**config.mk**
```make
export PLATFORM = sky130hd
export DESIGN_NAME = maua_top
export DESIGN_NICKNAME = d
export VERILOG_FILES = /design/src/inc/maua_pkg.sv /design/src/hdl/maua_top.sv
export SDC_FILE = /design/constraint.sdc
export NUM_CORES = 1
export LEC_CHECK = 0
export BUFFER_PORTS_ARGS = -buffer_cell sky130_fd_sc_hd__buf_2
export CORE_AREA = 4 4 152 154
export DETAILED_ROUTE_END_ITERATION = 8
export DIE_AREA = 0 0 156 158
export SYNTH_ARGS = -nofsm -noshare
export SYNTH_HDL_FRONTEND = slang
export SYNTH_SLANG_ARGS = --single-unit
```
**constraint.sdc**
```tcl
create_clock -name core_clk_i -period 5.66 [get_ports core_clk_i]
set_input_delay 0.283 -clock core_clk_i [delete_from_list [all_inputs] [get_ports core_clk_i]]
set_output_delay 0.283 -clock core_clk_i [all_outputs]
set_load 0.005 [all_outputs]
```
**src/inc/maua_pkg.sv**
```systemverilog
// Package for the master alarm update annunciator
package maua_pkg;

    localparam int MAUA_NUM_KINDS = 8;
    localparam int MAUA_NUM_OUTS = 3;
    localparam int MAUA_NUM_EVT = 5;

    // Event kind bit positions
    localparam int MAUA_KIND_FAULT = 0;
    localparam int MAUA_KIND_INHIBIT = 1;
    localparam int MAUA_KIND_FIRST = 2;
    localparam int MAUA_KIND_SECOND = 3;
    localparam int MAUA_KIND_UPPER = 4;
    localparam int MAUA_KIND_SHORT_TERM = 5;
    localparam int MAUA_KIND_LONG_TERM = 6;
    localparam int MAUA_KIND_RATE = 7;

    // Output indices
    localparam int MAUA_OUT_TRANSISTOR = 0;
    localparam int MAUA_OUT_RELAY = 1;
    localparam int MAUA_OUT_SOUNDER = 2;

    // Interrupt status bits
    localparam int MAUA_EVT_NEW = 0;
    localparam int MAUA_EVT_CLEAR = 1;
    localparam int MAUA_EVT_ACCEPT = 2;
    localparam int MAUA_EVT_RESET = 3;
    localparam int MAUA_EVT_UNMAPPED = 4;

    // Register byte addresses
    localparam logic [7:0] MAUA_ADDR_CTRL = 8'h00;
    localparam logic [7:0] MAUA_ADDR_MASK0 = 8'h04;
    localparam logic [7:0] MAUA_ADDR_ACT0 = 8'h10;
    localparam logic [7:0] MAUA_ADDR_STATUS = 8'h1c;
    localparam logic [7:0] MAUA_ADDR_IRQ_STAT = 8'h20;
    localparam logic [7:0] MAUA_ADDR_IRQ_MASK = 8'h24;
    localparam logic [7:0] MAUA_ADDR_EVENTS = 8'h28;

    // Reset values
    localparam logic [7:0] MAUA_MASK_RST = 8'hff;
    localparam logic [1:0] MAUA_POL_RST = 2'h0;

    // Timing
    localparam int MAUA_CLK_MHZ = 250;
    localparam int MAUA_DEBOUNCE_US = 10;
    localparam int MAUA_DEBOUNCE_CYC = MAUA_DEBOUNCE_US * MAUA_CLK_MHZ;
    localparam int MAUA_PULSE_HALF_MS = 250;
    localparam int MAUA_PULSE_HALF_CYC = MAUA_PULSE_HALF_MS * 1000 * MAUA_CLK_MHZ;
    localparam int MAUA_MRST_PULSE_CYC = 1;

    typedef enum logic [1:0]
    {
        MAUA_ACT_PULSE = 2'h0,
        MAUA_ACT_STEADY = 2'h1,
        MAUA_ACT_OFF = 2'h2,
        MAUA_ACT_KEEP = 2'h3
    } maua_action_t;

    // Actions for one output, one per trigger
    typedef struct packed
    {
        maua_action_t on_accept;
        maua_action_t on_clear;
        maua_action_t on_new;
    } maua_cfg_t;

    typedef enum logic [1:0]
    {
        MAUA_DRV_OFF,
        MAUA_DRV_STEADY,
        MAUA_DRV_PULSE
    } maua_drv_t;

    localparam maua_cfg_t MAUA_CFG_TRANSISTOR_RST = '{MAUA_ACT_STEADY, MAUA_ACT_KEEP,
        MAUA_ACT_PULSE};
    localparam maua_cfg_t MAUA_CFG_RELAY_RST = '{MAUA_ACT_OFF, MAUA_ACT_KEEP, MAUA_ACT_STEADY};
    localparam maua_cfg_t MAUA_CFG_SOUNDER_RST = '{MAUA_ACT_OFF, MAUA_ACT_KEEP, MAUA_ACT_STEADY};

endpackage : maua_pkg

```
**src/hdl/maua_top.sv**
```systemverilog
// Master alarm update annunciator with Avalon-MM register slave
//
// The Avalon-MM slave port and the address map were left to the implementer.
`timescale 1ns/100ps
module maua_top
    import maua_pkg::*;
#(
    parameter int PULSE_HALF_CYC = MAUA_PULSE_HALF_CYC,
    parameter int DEBOUNCE_CYC = MAUA_DEBOUNCE_CYC
)
(
    input wire logic core_clk_i,
    input wire logic rstn_i,
    input wire logic clk_en_i,
    // Per-kind rack-wide alarm levels, from outside the clock domain
    input wire logic [MAUA_NUM_KINDS-1:0] alarm_kinds_i,
    // Accept and reset pins, remote switch and panel button wired together
    input wire logic accept_pin_i,
    input wire logic reset_pin_i,
    // Contact sense strap: high means normally closed
    input wire logic relay_nc_link_i,
    input wire logic [7:0] avs_address_i,
    input wire logic avs_read_i,
    input wire logic avs_write_i,
    input wire logic [31:0] avs_writedata_i,
    input wire logic [3:0] avs_byteenable_i,
    output logic [31:0] avs_readdata_o,
    output logic avs_waitrequest_o,
    output logic transistor_on_o,
    output logic panel_lamp_o,
    output logic relay_coil_o,
    output logic relay_contact_closed_o,
    output logic sounder_on_o,
    output logic master_reset_o,
    output logic irq_o
);

    localparam int PW = $clog2(PULSE_HALF_CYC + 1);
    localparam int DW = $clog2(DEBOUNCE_CYC + 1);

    function automatic maua_drv_t apply_action(input maua_action_t act, input maua_drv_t cur,
        input logic still_present);
        maua_drv_t res;
        res = cur;
        case (act)
            MAUA_ACT_PULSE: res = MAUA_DRV_PULSE;
            MAUA_ACT_STEADY: res = still_present ? MAUA_DRV_STEADY : MAUA_DRV_OFF;
            MAUA_ACT_OFF: res = MAUA_DRV_OFF;
            default: res = cur;
        endcase
        return res;
    endfunction : apply_action

    function automatic logic [31:0] merge_bytes(input logic [31:0] old, input logic [31:0] wd,
        input logic [3:0] be);
        logic [31:0] res;
        res = old;
        for (int b = 0; b < 4; b++)
        begin
            if (be[b])
            begin
                res[b*8 +: 8] = wd[b*8 +: 8];
            end
        end
        return res;
    endfunction : merge_bytes

    // Reset release
    logic rst_s1_r;
    logic rst_s2_r;
    always_ff @(posedge core_clk_i or negedge rstn_i)
    begin
        if (!rstn_i)
        begin
            rst_s1_r <= 1'b0;
            rst_s2_r <= 1'b0;
        end
        else
        begin
            rst_s1_r <= 1'b1;
            rst_s2_r <= rst_s1_r;
        end
    end
    wire logic rst_n = rst_s2_r;

    // Input synchronisers
    logic [MAUA_NUM_KINDS+2:0] sync1_r;
    logic [MAUA_NUM_KINDS+2:0] sync2_r;
    always_ff @(posedge core_clk_i or negedge rst_n)
    begin
        if (!rst_n)
        begin
            sync1_r <= '0;
            sync2_r <= '0;
        end
        else if (clk_en_i)
        begin
            sync1_r <= {relay_nc_link_i, reset_pin_i, accept_pin_i, alarm_kinds_i};
            sync2_r <= sync1_r;
        end
    end
    wire logic [MAUA_NUM_KINDS-1:0] kinds_s = sync2_r[MAUA_NUM_KINDS-1:0];
    wire logic relay_nc_s = sync2_r[MAUA_NUM_KINDS+2];

    // Registers
    logic [1:0] pol_low_r;
    logic [MAUA_NUM_KINDS-1:0] sel_mask_r [MAUA_NUM_OUTS];
    maua_cfg_t cfg_r [MAUA_NUM_OUTS];
    logic [MAUA_NUM_EVT-1:0] irq_stat_r;
    logic [MAUA_NUM_EVT-1:0] irq_mask_r;
    logic sw_accept_r;

    wire logic bus_wr = avs_write_i && !avs_waitrequest_o;
    wire logic bus_rd = avs_read_i && !avs_waitrequest_o;
    wire logic mask_hit = avs_address_i >= MAUA_ADDR_MASK0 && avs_address_i < MAUA_ADDR_ACT0;
    wire logic act_hit = avs_address_i >= MAUA_ADDR_ACT0 && avs_address_i < MAUA_ADDR_STATUS;
    wire logic [1:0] mask_idx = 2'((avs_address_i - MAUA_ADDR_MASK0) >> 2);
    wire logic [1:0] act_idx = 2'((avs_address_i - MAUA_ADDR_ACT0) >> 2);

    always_ff @(posedge core_clk_i or negedge rst_n)
    begin
        if (!rst_n)
        begin
            pol_low_r <= MAUA_POL_RST;
            sw_accept_r <= 1'b0;
            irq_mask_r <= '0;
            for (int i = 0; i < MAUA_NUM_OUTS; i++)
            begin
                sel_mask_r[i] <= MAUA_MASK_RST;
            end
            cfg_r[MAUA_OUT_TRANSISTOR] <= MAUA_CFG_TRANSISTOR_RST;
            cfg_r[MAUA_OUT_RELAY] <= MAUA_CFG_RELAY_RST;
            cfg_r[MAUA_OUT_SOUNDER] <= MAUA_CFG_SOUNDER_RST;
        end
        else if (clk_en_i)
        begin
            sw_accept_r <= 1'b0;
            if (bus_wr && avs_address_i == MAUA_ADDR_CTRL)
            begin
                pol_low_r <= 2'(merge_bytes({30'h0, pol_low_r}, avs_writedata_i,
                    avs_byteenable_i));
                sw_accept_r <= avs_byteenable_i[0] && avs_writedata_i[8];
            end
            if (bus_wr && mask_hit && mask_idx < 2'(MAUA_NUM_OUTS))
            begin
                sel_mask_r[mask_idx] <= 8'(merge_bytes({24'h0, sel_mask_r[mask_idx]},
                    avs_writedata_i, avs_byteenable_i));
            end
            if (bus_wr && act_hit && act_idx < 2'(MAUA_NUM_OUTS))
            begin
                cfg_r[act_idx] <= maua_cfg_t'(6'(merge_bytes({26'h0, cfg_r[act_idx]},
                    avs_writedata_i, avs_byteenable_i)));
            end
            if (bus_wr && avs_address_i == MAUA_ADDR_IRQ_MASK)
            begin
                irq_mask_r <= MAUA_NUM_EVT'(merge_bytes({27'h0, irq_mask_r},
                    avs_writedata_i, avs_byteenable_i));
            end
        end
    end

    // Control inputs: polarity, debounce, edge
    logic [1:0] ctl_stable_r;
    logic [1:0] ctl_edge_r;
    logic [DW-1:0] db_cnt_r [2];
    wire logic [1:0] ctl_raw = sync2_r[MAUA_NUM_KINDS +: 2] ^ pol_low_r;
    always_ff @(posedge core_clk_i or negedge rst_n)
    begin
        if (!rst_n)
        begin
            ctl_stable_r <= 2'h0;
            ctl_edge_r <= 2'h0;
            db_cnt_r[0] <= '0;
            db_cnt_r[1] <= '0;
        end
        else if (clk_en_i)
        begin
            for (int c = 0; c < 2; c++)
            begin
                ctl_edge_r[c] <= 1'b0;
                if (ctl_raw[c] == ctl_stable_r[c])
                begin
                    db_cnt_r[c] <= '0;
                end
                else if (db_cnt_r[c] == DW'(DEBOUNCE_CYC - 1))
                begin
                    db_cnt_r[c] <= '0;
                    ctl_stable_r[c] <= ctl_raw[c];
                    ctl_edge_r[c] <= ctl_raw[c];
                end
                else
                begin
                    db_cnt_r[c] <= db_cnt_r[c] + 1'b1;
                end
            end
        end
    end
    // A master reset counts as an accept too
    wire logic accept_evt = ctl_edge_r[0] || ctl_edge_r[1] || sw_accept_r;
    wire logic reset_evt = ctl_edge_r[1];

    // Edge detection of event kinds
    logic [MAUA_NUM_KINDS-1:0] kinds_prev_r;
    always_ff @(posedge core_clk_i or negedge rst_n)
    begin
        if (!rst_n)
        begin
            kinds_prev_r <= '0;
        end
        else if (clk_en_i)
        begin
            kinds_prev_r <= kinds_s;
        end
    end
    wire logic [MAUA_NUM_KINDS-1:0] kinds_new = kinds_s & ~kinds_prev_r;
    wire logic [MAUA_NUM_KINDS-1:0] kinds_gone = ~kinds_s & kinds_prev_r;

    // Update functions
    maua_drv_t drv_r [MAUA_NUM_OUTS];
    logic [MAUA_NUM_OUTS-1:0] any_new;
    logic [MAUA_NUM_OUTS-1:0] any_gone;
    logic [MAUA_NUM_OUTS-1:0] present;
    always_comb
    begin
        for (int o = 0; o < MAUA_NUM_OUTS; o++)
        begin
            any_new[o] = |(kinds_new & sel_mask_r[o]);
            any_gone[o] = |(kinds_gone & sel_mask_r[o]);
            present[o] = |(kinds_s & sel_mask_r[o]);
        end
    end

    always_ff @(posedge core_clk_i or negedge rst_n)
    begin
        if (!rst_n)
        begin
            for (int o = 0; o < MAUA_NUM_OUTS; o++)
            begin
                drv_r[o] <= MAUA_DRV_OFF;
            end
        end
        else if (clk_en_i)
        begin
            for (int o = 0; o < MAUA_NUM_OUTS; o++)
            begin
                // New events win over accept in the same cycle
                if (any_new[o])
                begin
                    drv_r[o] <= apply_action(cfg_r[o].on_new, drv_r[o], 1'b1);
                end
                else if (accept_evt)
                begin
                    drv_r[o] <= apply_action(cfg_r[o].on_accept, drv_r[o],
                        present[o]);
                end
                else if (any_gone[o])
                begin
                    drv_r[o] <= apply_action(cfg_r[o].on_clear, drv_r[o], 1'b1);
                end
            end
        end
    end

    // Shared pulse generator, 50 percent duty
    logic [PW-1:0] pulse_cnt_r;
    logic pulse_ph_r;
    always_ff @(posedge core_clk_i or negedge rst_n)
    begin
        if (!rst_n)
        begin
            pulse_cnt_r <= '0;
            pulse_ph_r <= 1'b0;
        end
        else if (clk_en_i)
        begin
            if (pulse_cnt_r == PW'(PULSE_HALF_CYC - 1))
            begin
                pulse_cnt_r <= '0;
                pulse_ph_r <= ~pulse_ph_r;
            end
            else
            begin
                pulse_cnt_r <= pulse_cnt_r + 1'b1;
            end
        end
    end

    logic [MAUA_NUM_OUTS-1:0] drv_level;
    always_comb
    begin
        for (int o = 0; o < MAUA_NUM_OUTS; o++)
        begin
            case (drv_r[o])
                MAUA_DRV_STEADY: drv_level[o] = 1'b1;
                MAUA_DRV_PULSE: drv_level[o] = pulse_ph_r;
                default: drv_level[o] = 1'b0;
            endcase
        end
    end

    // Outputs and interrupt status
    logic [MAUA_NUM_EVT-1:0] evt_set;
    always_comb
    begin
        evt_set = '0;
        evt_set[MAUA_EVT_NEW] = |any_new;
        evt_set[MAUA_EVT_CLEAR] = |any_gone;
        evt_set[MAUA_EVT_ACCEPT] = accept_evt;
        evt_set[MAUA_EVT_RESET] = reset_evt;
        evt_set[MAUA_EVT_UNMAPPED] = (bus_wr || bus_rd) && !(avs_address_i == MAUA_ADDR_CTRL
            || mask_hit || act_hit || avs_address_i == MAUA_ADDR_STATUS
            || avs_address_i == MAUA_ADDR_IRQ_STAT || avs_address_i == MAUA_ADDR_IRQ_MASK
            || avs_address_i == MAUA_ADDR_EVENTS);
    end

    always_ff @(posedge core_clk_i or negedge rst_n)
    begin
        if (!rst_n)
        begin
            transistor_on_o <= 1'b0;
            panel_lamp_o <= 1'b0;
            relay_coil_o <= 1'b0;
            relay_contact_closed_o <= 1'b0;
            sounder_on_o <= 1'b0;
            master_reset_o <= 1'b0;
            irq_stat_r <= '0;
            irq_o <= 1'b0;
        end
        else if (clk_en_i)
        begin
            transistor_on_o <= drv_level[MAUA_OUT_TRANSISTOR];
            panel_lamp_o <= drv_level[MAUA_OUT_TRANSISTOR];
            relay_coil_o <= drv_level[MAUA_OUT_RELAY];
            relay_contact_closed_o <= drv_level[MAUA_OUT_RELAY] ^ relay_nc_s;
            sounder_on_o <= drv_level[MAUA_OUT_SOUNDER];
            // Rack cards clear their non-active latches on this pulse
            master_reset_o <= reset_evt;
            // Hardware set beats a write-one clear
            if (bus_wr && avs_address_i == MAUA_ADDR_IRQ_STAT && avs_byteenable_i[0])
            begin
                irq_stat_r <= (irq_stat_r & ~avs_writedata_i[MAUA_NUM_EVT-1:0]) | evt_set;
            end
            else
            begin
                irq_stat_r <= irq_stat_r | evt_set;
            end
            irq_o <= |(irq_stat_r & irq_mask_r);
        end
    end

    // Bus slave: one wait cycle, then answer
    always_ff @(posedge core_clk_i or negedge rst_n)
    begin
        if (!rst_n)
        begin
            avs_waitrequest_o <= 1'b1;
            avs_readdata_o <= 32'h0;
        end
        else if (clk_en_i)
        begin
            avs_waitrequest_o <= !((avs_read_i || avs_write_i) && avs_waitrequest_o);
            if (avs_read_i && avs_waitrequest_o)
            begin
                avs_readdata_o <= 32'h0;
                if (avs_address_i == MAUA_ADDR_CTRL)
                    avs_readdata_o <= {30'h0, pol_low_r};
                else if (mask_hit && mask_idx < 2'(MAUA_NUM_OUTS))
                    avs_readdata_o <= {24'h0, sel_mask_r[mask_idx]};
                else if (act_hit && act_idx < 2'(MAUA_NUM_OUTS))
                    avs_readdata_o <= {26'h0, cfg_r[act_idx]};
                else if (avs_address_i == MAUA_ADDR_STATUS)
                    avs_readdata_o <= {22'h0, drv_r[2], drv_r[1], drv_r[0], ctl_stable_r,
                        relay_nc_s, 1'b0};
                else if (avs_address_i == MAUA_ADDR_IRQ_STAT)
                    avs_readdata_o <= {27'h0, irq_stat_r};
                else if (avs_address_i == MAUA_ADDR_IRQ_MASK)
                    avs_readdata_o <= {27'h0, irq_mask_r};
                else if (avs_address_i == MAUA_ADDR_EVENTS)
                    avs_readdata_o <= {24'h0, kinds_s};
            end
        end
    end

endmodule : maua_top

```
==> flow_summary.yaml <==
finish:
  fill_cell_total_of_the_finished_layout: 2081
  layout.nets: 1109
  finalNonFillerCells: 1307
  n_antenna_cell: 0
  area_growth_pct: 9.83
  drive_gt1_share_pct: 16.8
  commonest_non_fill_non_tap_cells_in_the_layout: "sky130_fd_sc_hd__dfrtp_1 (128), sky130_fd_sc_hd__nand2_1 (121), sky130_fd_sc_hd__o21ai_0 (103)"
  layout.cells.most_common: "sky130_fd_sc_hd__dfrtp_1"
run:
  drv_cap: 0
global_routing:
  grt_first_pass_wirelength_mm: 38.9
  global_route.usage.total_pct: 20.1
  initial_antenna_violation_count: 1
  grt_start_max_net_pins: 79
  first_global_vias: 7088
  overall_overflow_remaining_after_global_route: 0
clock_tree:
  clock_tree.root_cell: "sky130_fd_sc_hd__clkbuf_16"
  tritoncts: "done"
  post-cts-setup-buffer-count: 0
  clock_pin_slew_on_the_worst_setup_and_hold_paths_ns: 0.06
  insertion_delay_ns: 0.42
  cts_inserted_buffers: 17
  max_clock_buf_depth: 2
  cts_h_tree_lvls: 4
  clock_sinks: 165
place:
  gpl.final_weighted_congestion: 0.956
  port_buffers: 51
  dp_cells: 1274
  detailed_place_hpwl_mm: 17.3
  post-place-ws_ns: 2.53
floorplan:
  ios: 100
  design.die.area_um2: 24600
  chipWidth_um: 156
  num_rows: 54
  initial_core_util_pct: 43.8
  core_area_um2: 21700
  die_height_um: 158
detailed_routing:
  vias_per_cell: 5.64
  final_wl_mm: 24.2
  via_count: 7371
  drc: 0
  final_antenna_net_count: 0
  firstDrtPassIters: 5
  wire_per_inst_um: 18.5
  drtIter0Drc: 444
logic_synthesis:
  synth.area.top_cells: "sky130_fd_sc_hd__dfrtp_1 (34%), sky130_fd_sc_hd__dfstp_2 (10%), sky130_fd_sc_hd__o21ai_0 (5.4%), sky130_fd_sc_hd__mux2_2 (4.9%), sky130_fd_sc_hd__nand2_1 (4.8%)"
  syn-instance-count: 991
  post-synth-top-area-cell: "sky130_fd_sc_hd__dfrtp_1"
  ys_seq_area_share_pct: 43.9
  postSynthRegisterBits: 165
  ys_async_sr_fraction_pct: 100
  dominantRegCellSynth: "sky130_fd_sc_hd__dfrtp_1"
  yosys.area.top_type_share_pct: 34.0
  synth_edf_count: 0
  yosys_warnings: 0
  synth.avg_cell_area_um2: 9.59
  netlist_area_um2: 9500
  ys_types: 65
power_and_ir_drop:
  seq_power_share_pct: 47.9
  clkPwrFrac_pct: 37.3
  power_leakage_nw: 4.56
  design_power_total_mw: 3.10
  peakVddDrop_mv: 0.206
  switching_share_pct: 29.0
  p_int_mw: 2.20
  power_switching_uw: 898
  power.share.combinational_pct: 14.8
  pwr_density_cell_nw_per_um2: 297
timing:
  final-hold-violation-count: 0
  clock-skew-final_ns: 0.00837
  layout_worst_path_cycle_share_pct: 48.3
  tightest_slew_ns: 1.01
  finalCriticalPeriod_ns: 2.73
  slew_headroom_pct: 32.1
  min_setup_slack_post_route_ns: 2.93
  pins_over_slew_limit: 0
  fmaxAchievable_mhz: 366
  number_of_setup_violations_in_the_final_report: 0
  unrepaired_setup_endpoints_after_global_routing: "no"
  totalNegativeSetupSlack_ns: 0
setup_path:
  worst_path_largest_cell_delay_ns: 0.87
  worstSetupEndpoint: "avs_readdata_o[7]$_DFFE_PN0P_"
  worstSetupPathType: "in -> reg"
  critical_path.startpoint_type: "primary input"
  launching_instance_or_port_of_the_critical_path: "avs_address_i[2]"
  reg2reg_to: "drv_r[2]$_DFFE_PN0P_"
  cp_data_required_time_ns: 5.97
  critical-path-top-delay-family: "adder cells"
  r2r_start: "ctl_edge_r[1]$_DFFE_PN0P_"
  cpMaxStageDelayCell: "sky130_fd_sc_hd__ha_1"
  critical_path_arrival_ns: 3.04
  worstPathBufferInverterCount: 2
  crit_path_cell_trace: "buf_2 > inv_1 > ha_1 > mux2i_1 > o21ai_0 > a22oi_1 > nand2_1 > a22o_1"
  worst_reg2reg_setup_slack_ns: 3.16
  worstRegToRegCells: 4
  crit_path_end_kind: "flip-flop"
  path_depth: 8
  path_max_fanout: 20
hold_path:
  hold_class: "in -> reg"
run_status:
  outcome: "finished, final reports clean"
cell type report:
type                    count  area, µm²  share of cell area, %
clock buffers              22        454                   4.35
clock inverters            10        121                   1.16
inverters                  36        135                   1.30
multi-input cells         736       4880                   46.8
flip-flops and latches    165       4180                   40.0
well taps                 280        350                   3.36
repair buffers             58        310                   2.97
synth_stat cells (7+ instances only):
master                     number
sky130_fd_sc_hd__or3_1          7
sky130_fd_sc_hd__clkbuf_1      34
sky130_fd_sc_hd__nand4_1       18
sky130_fd_sc_hd__and3b_1        8
sky130_fd_sc_hd__buf_4         24
sky130_fd_sc_hd__nor4_1         8
sky130_fd_sc_hd__mux2i_1       28
sky130_fd_sc_hd__and3_1        12
sky130_fd_sc_hd__nand3_1       30
sky130_fd_sc_hd__buf_2         11
sky130_fd_sc_hd__o31ai_1       16
sky130_fd_sc_hd__nand2b_1       8
sky130_fd_sc_hd__o22ai_1        7
sky130_fd_sc_hd__o21a_1        12
sky130_fd_sc_hd__xnor2_1       16
sky130_fd_sc_hd__dfstp_2       36
sky130_fd_sc_hd__a22o_1        12
sky130_fd_sc_hd__nand2_1      121
sky130_fd_sc_hd__dfrtp_1      129
sky130_fd_sc_hd__nor2_1        41
sky130_fd_sc_hd__a22oi_1       15
sky130_fd_sc_hd__a31oi_1        7
sky130_fd_sc_hd__xor2_1        13
sky130_fd_sc_hd__inv_1         36
sky130_fd_sc_hd__nand3b_1      48
sky130_fd_sc_hd__nor2b_1        7
sky130_fd_sc_hd__a21oi_1       21
sky130_fd_sc_hd__o21ai_0      103
sky130_fd_sc_hd__nor3_1        16
sky130_fd_sc_hd__ha_1          35
sky130_fd_sc_hd__and4_1        11
sky130_fd_sc_hd__mux2_2        41
flip-flops by register name, indices dropped and copies added, names as in the netlist, 2 cells and up:
register        count
pulse_cnt_r        26
db_cnt_r           24
sel_mask_r         24
cfg_r              18
sync1_r            11
sync2_r            11
avs_readdata_o     10
kinds_prev_r        8
drv_r               6
irq_mask_r          5
irq_stat_r          5
ctl_edge_r          2
ctl_stable_r        2
pol_low_r           2
stage by stage:
| stage | utilization (%) | hold WS (ns) | area (µm²) |
|---|---|---|---|
| floorplan | - | -0.0126 | 9580 |
| global placement | 45.4 | 0.0732 | 9850 |
| detailed placement | 45.4 | 0.0732 | 9850 |
| CTS | 48.1 | 0.0755 | 10400 |
| global route | 48.1 | 0.0715 | 10400 |
| finish | 48.1 | 0.0905 | 10400 |
kinds of logic (layout without fill, tap and decap cells):
kind of cell / count (synthesis) / count (layout) / share of synthesized area (%)
flops: 165 / 165 / 43.9
compound gates: 221 / 221 / 14.7
simple gates: 357 / 357 / 20.2
fa+ha+maj: 35 / 35 / 4.61
buf+inv: 111 / 126 / 5.48
xor+xnor: 31 / 31 / 3.17
other cells: 2 / 23 / 0.0790
mux: 69 / 69 / 7.81
layer usage:
metal	share of wire [%]	track usage, %	wire [µm]	vias up
met5	0.054	0	13	-
met4	2.9	7.42	708	2
met3	4.2	4.18	1010	43
met2	46	31.2	11100	183
met1	47	27.9	11400	3588
li1	-	-	-	3555
worst min path at each step:
stage | start | end | slack (ns) | depth (start not counted)
global placement | rstn_i | rst_s1_r$_DFF_PN0_ | 0.07 | 1
detailed placement | rstn_i | rst_s1_r$_DFF_PN0_ | 0.07 | 1
floorplan | rstn_i | rst_n$_DFF_PN0_ | -0.01 | 0
finish | alarm_kinds_i[4] | sync1_r[4]$_DFFE_PN0P_ | 0.09 | 2
global route | alarm_kinds_i[4] | sync1_r[4]$_DFFE_PN0P_ | 0.07 | 2
CTS | alarm_kinds_i[3] | sync1_r[3]$_DFFE_PN0P_ | 0.08 | 2
power by group through the flow:
stage	logic (mW)	registers, mW	clock network [mW]
floorplan	0.359	1.44	0
global placement	0.452	1.50	0
detailed placement	0.458	1.51	0
CTS	0.464	1.49	1.18
global route	0.519	1.51	1.24
finish	0.459	1.49	1.15
what timing repair did:
action | in CTS | in global routing
gates resized for setup | 0 | 0
hold endpoints to repair | 2 | 0
hold buffers | 1 | 0
(Power assumes the default switching activity.)
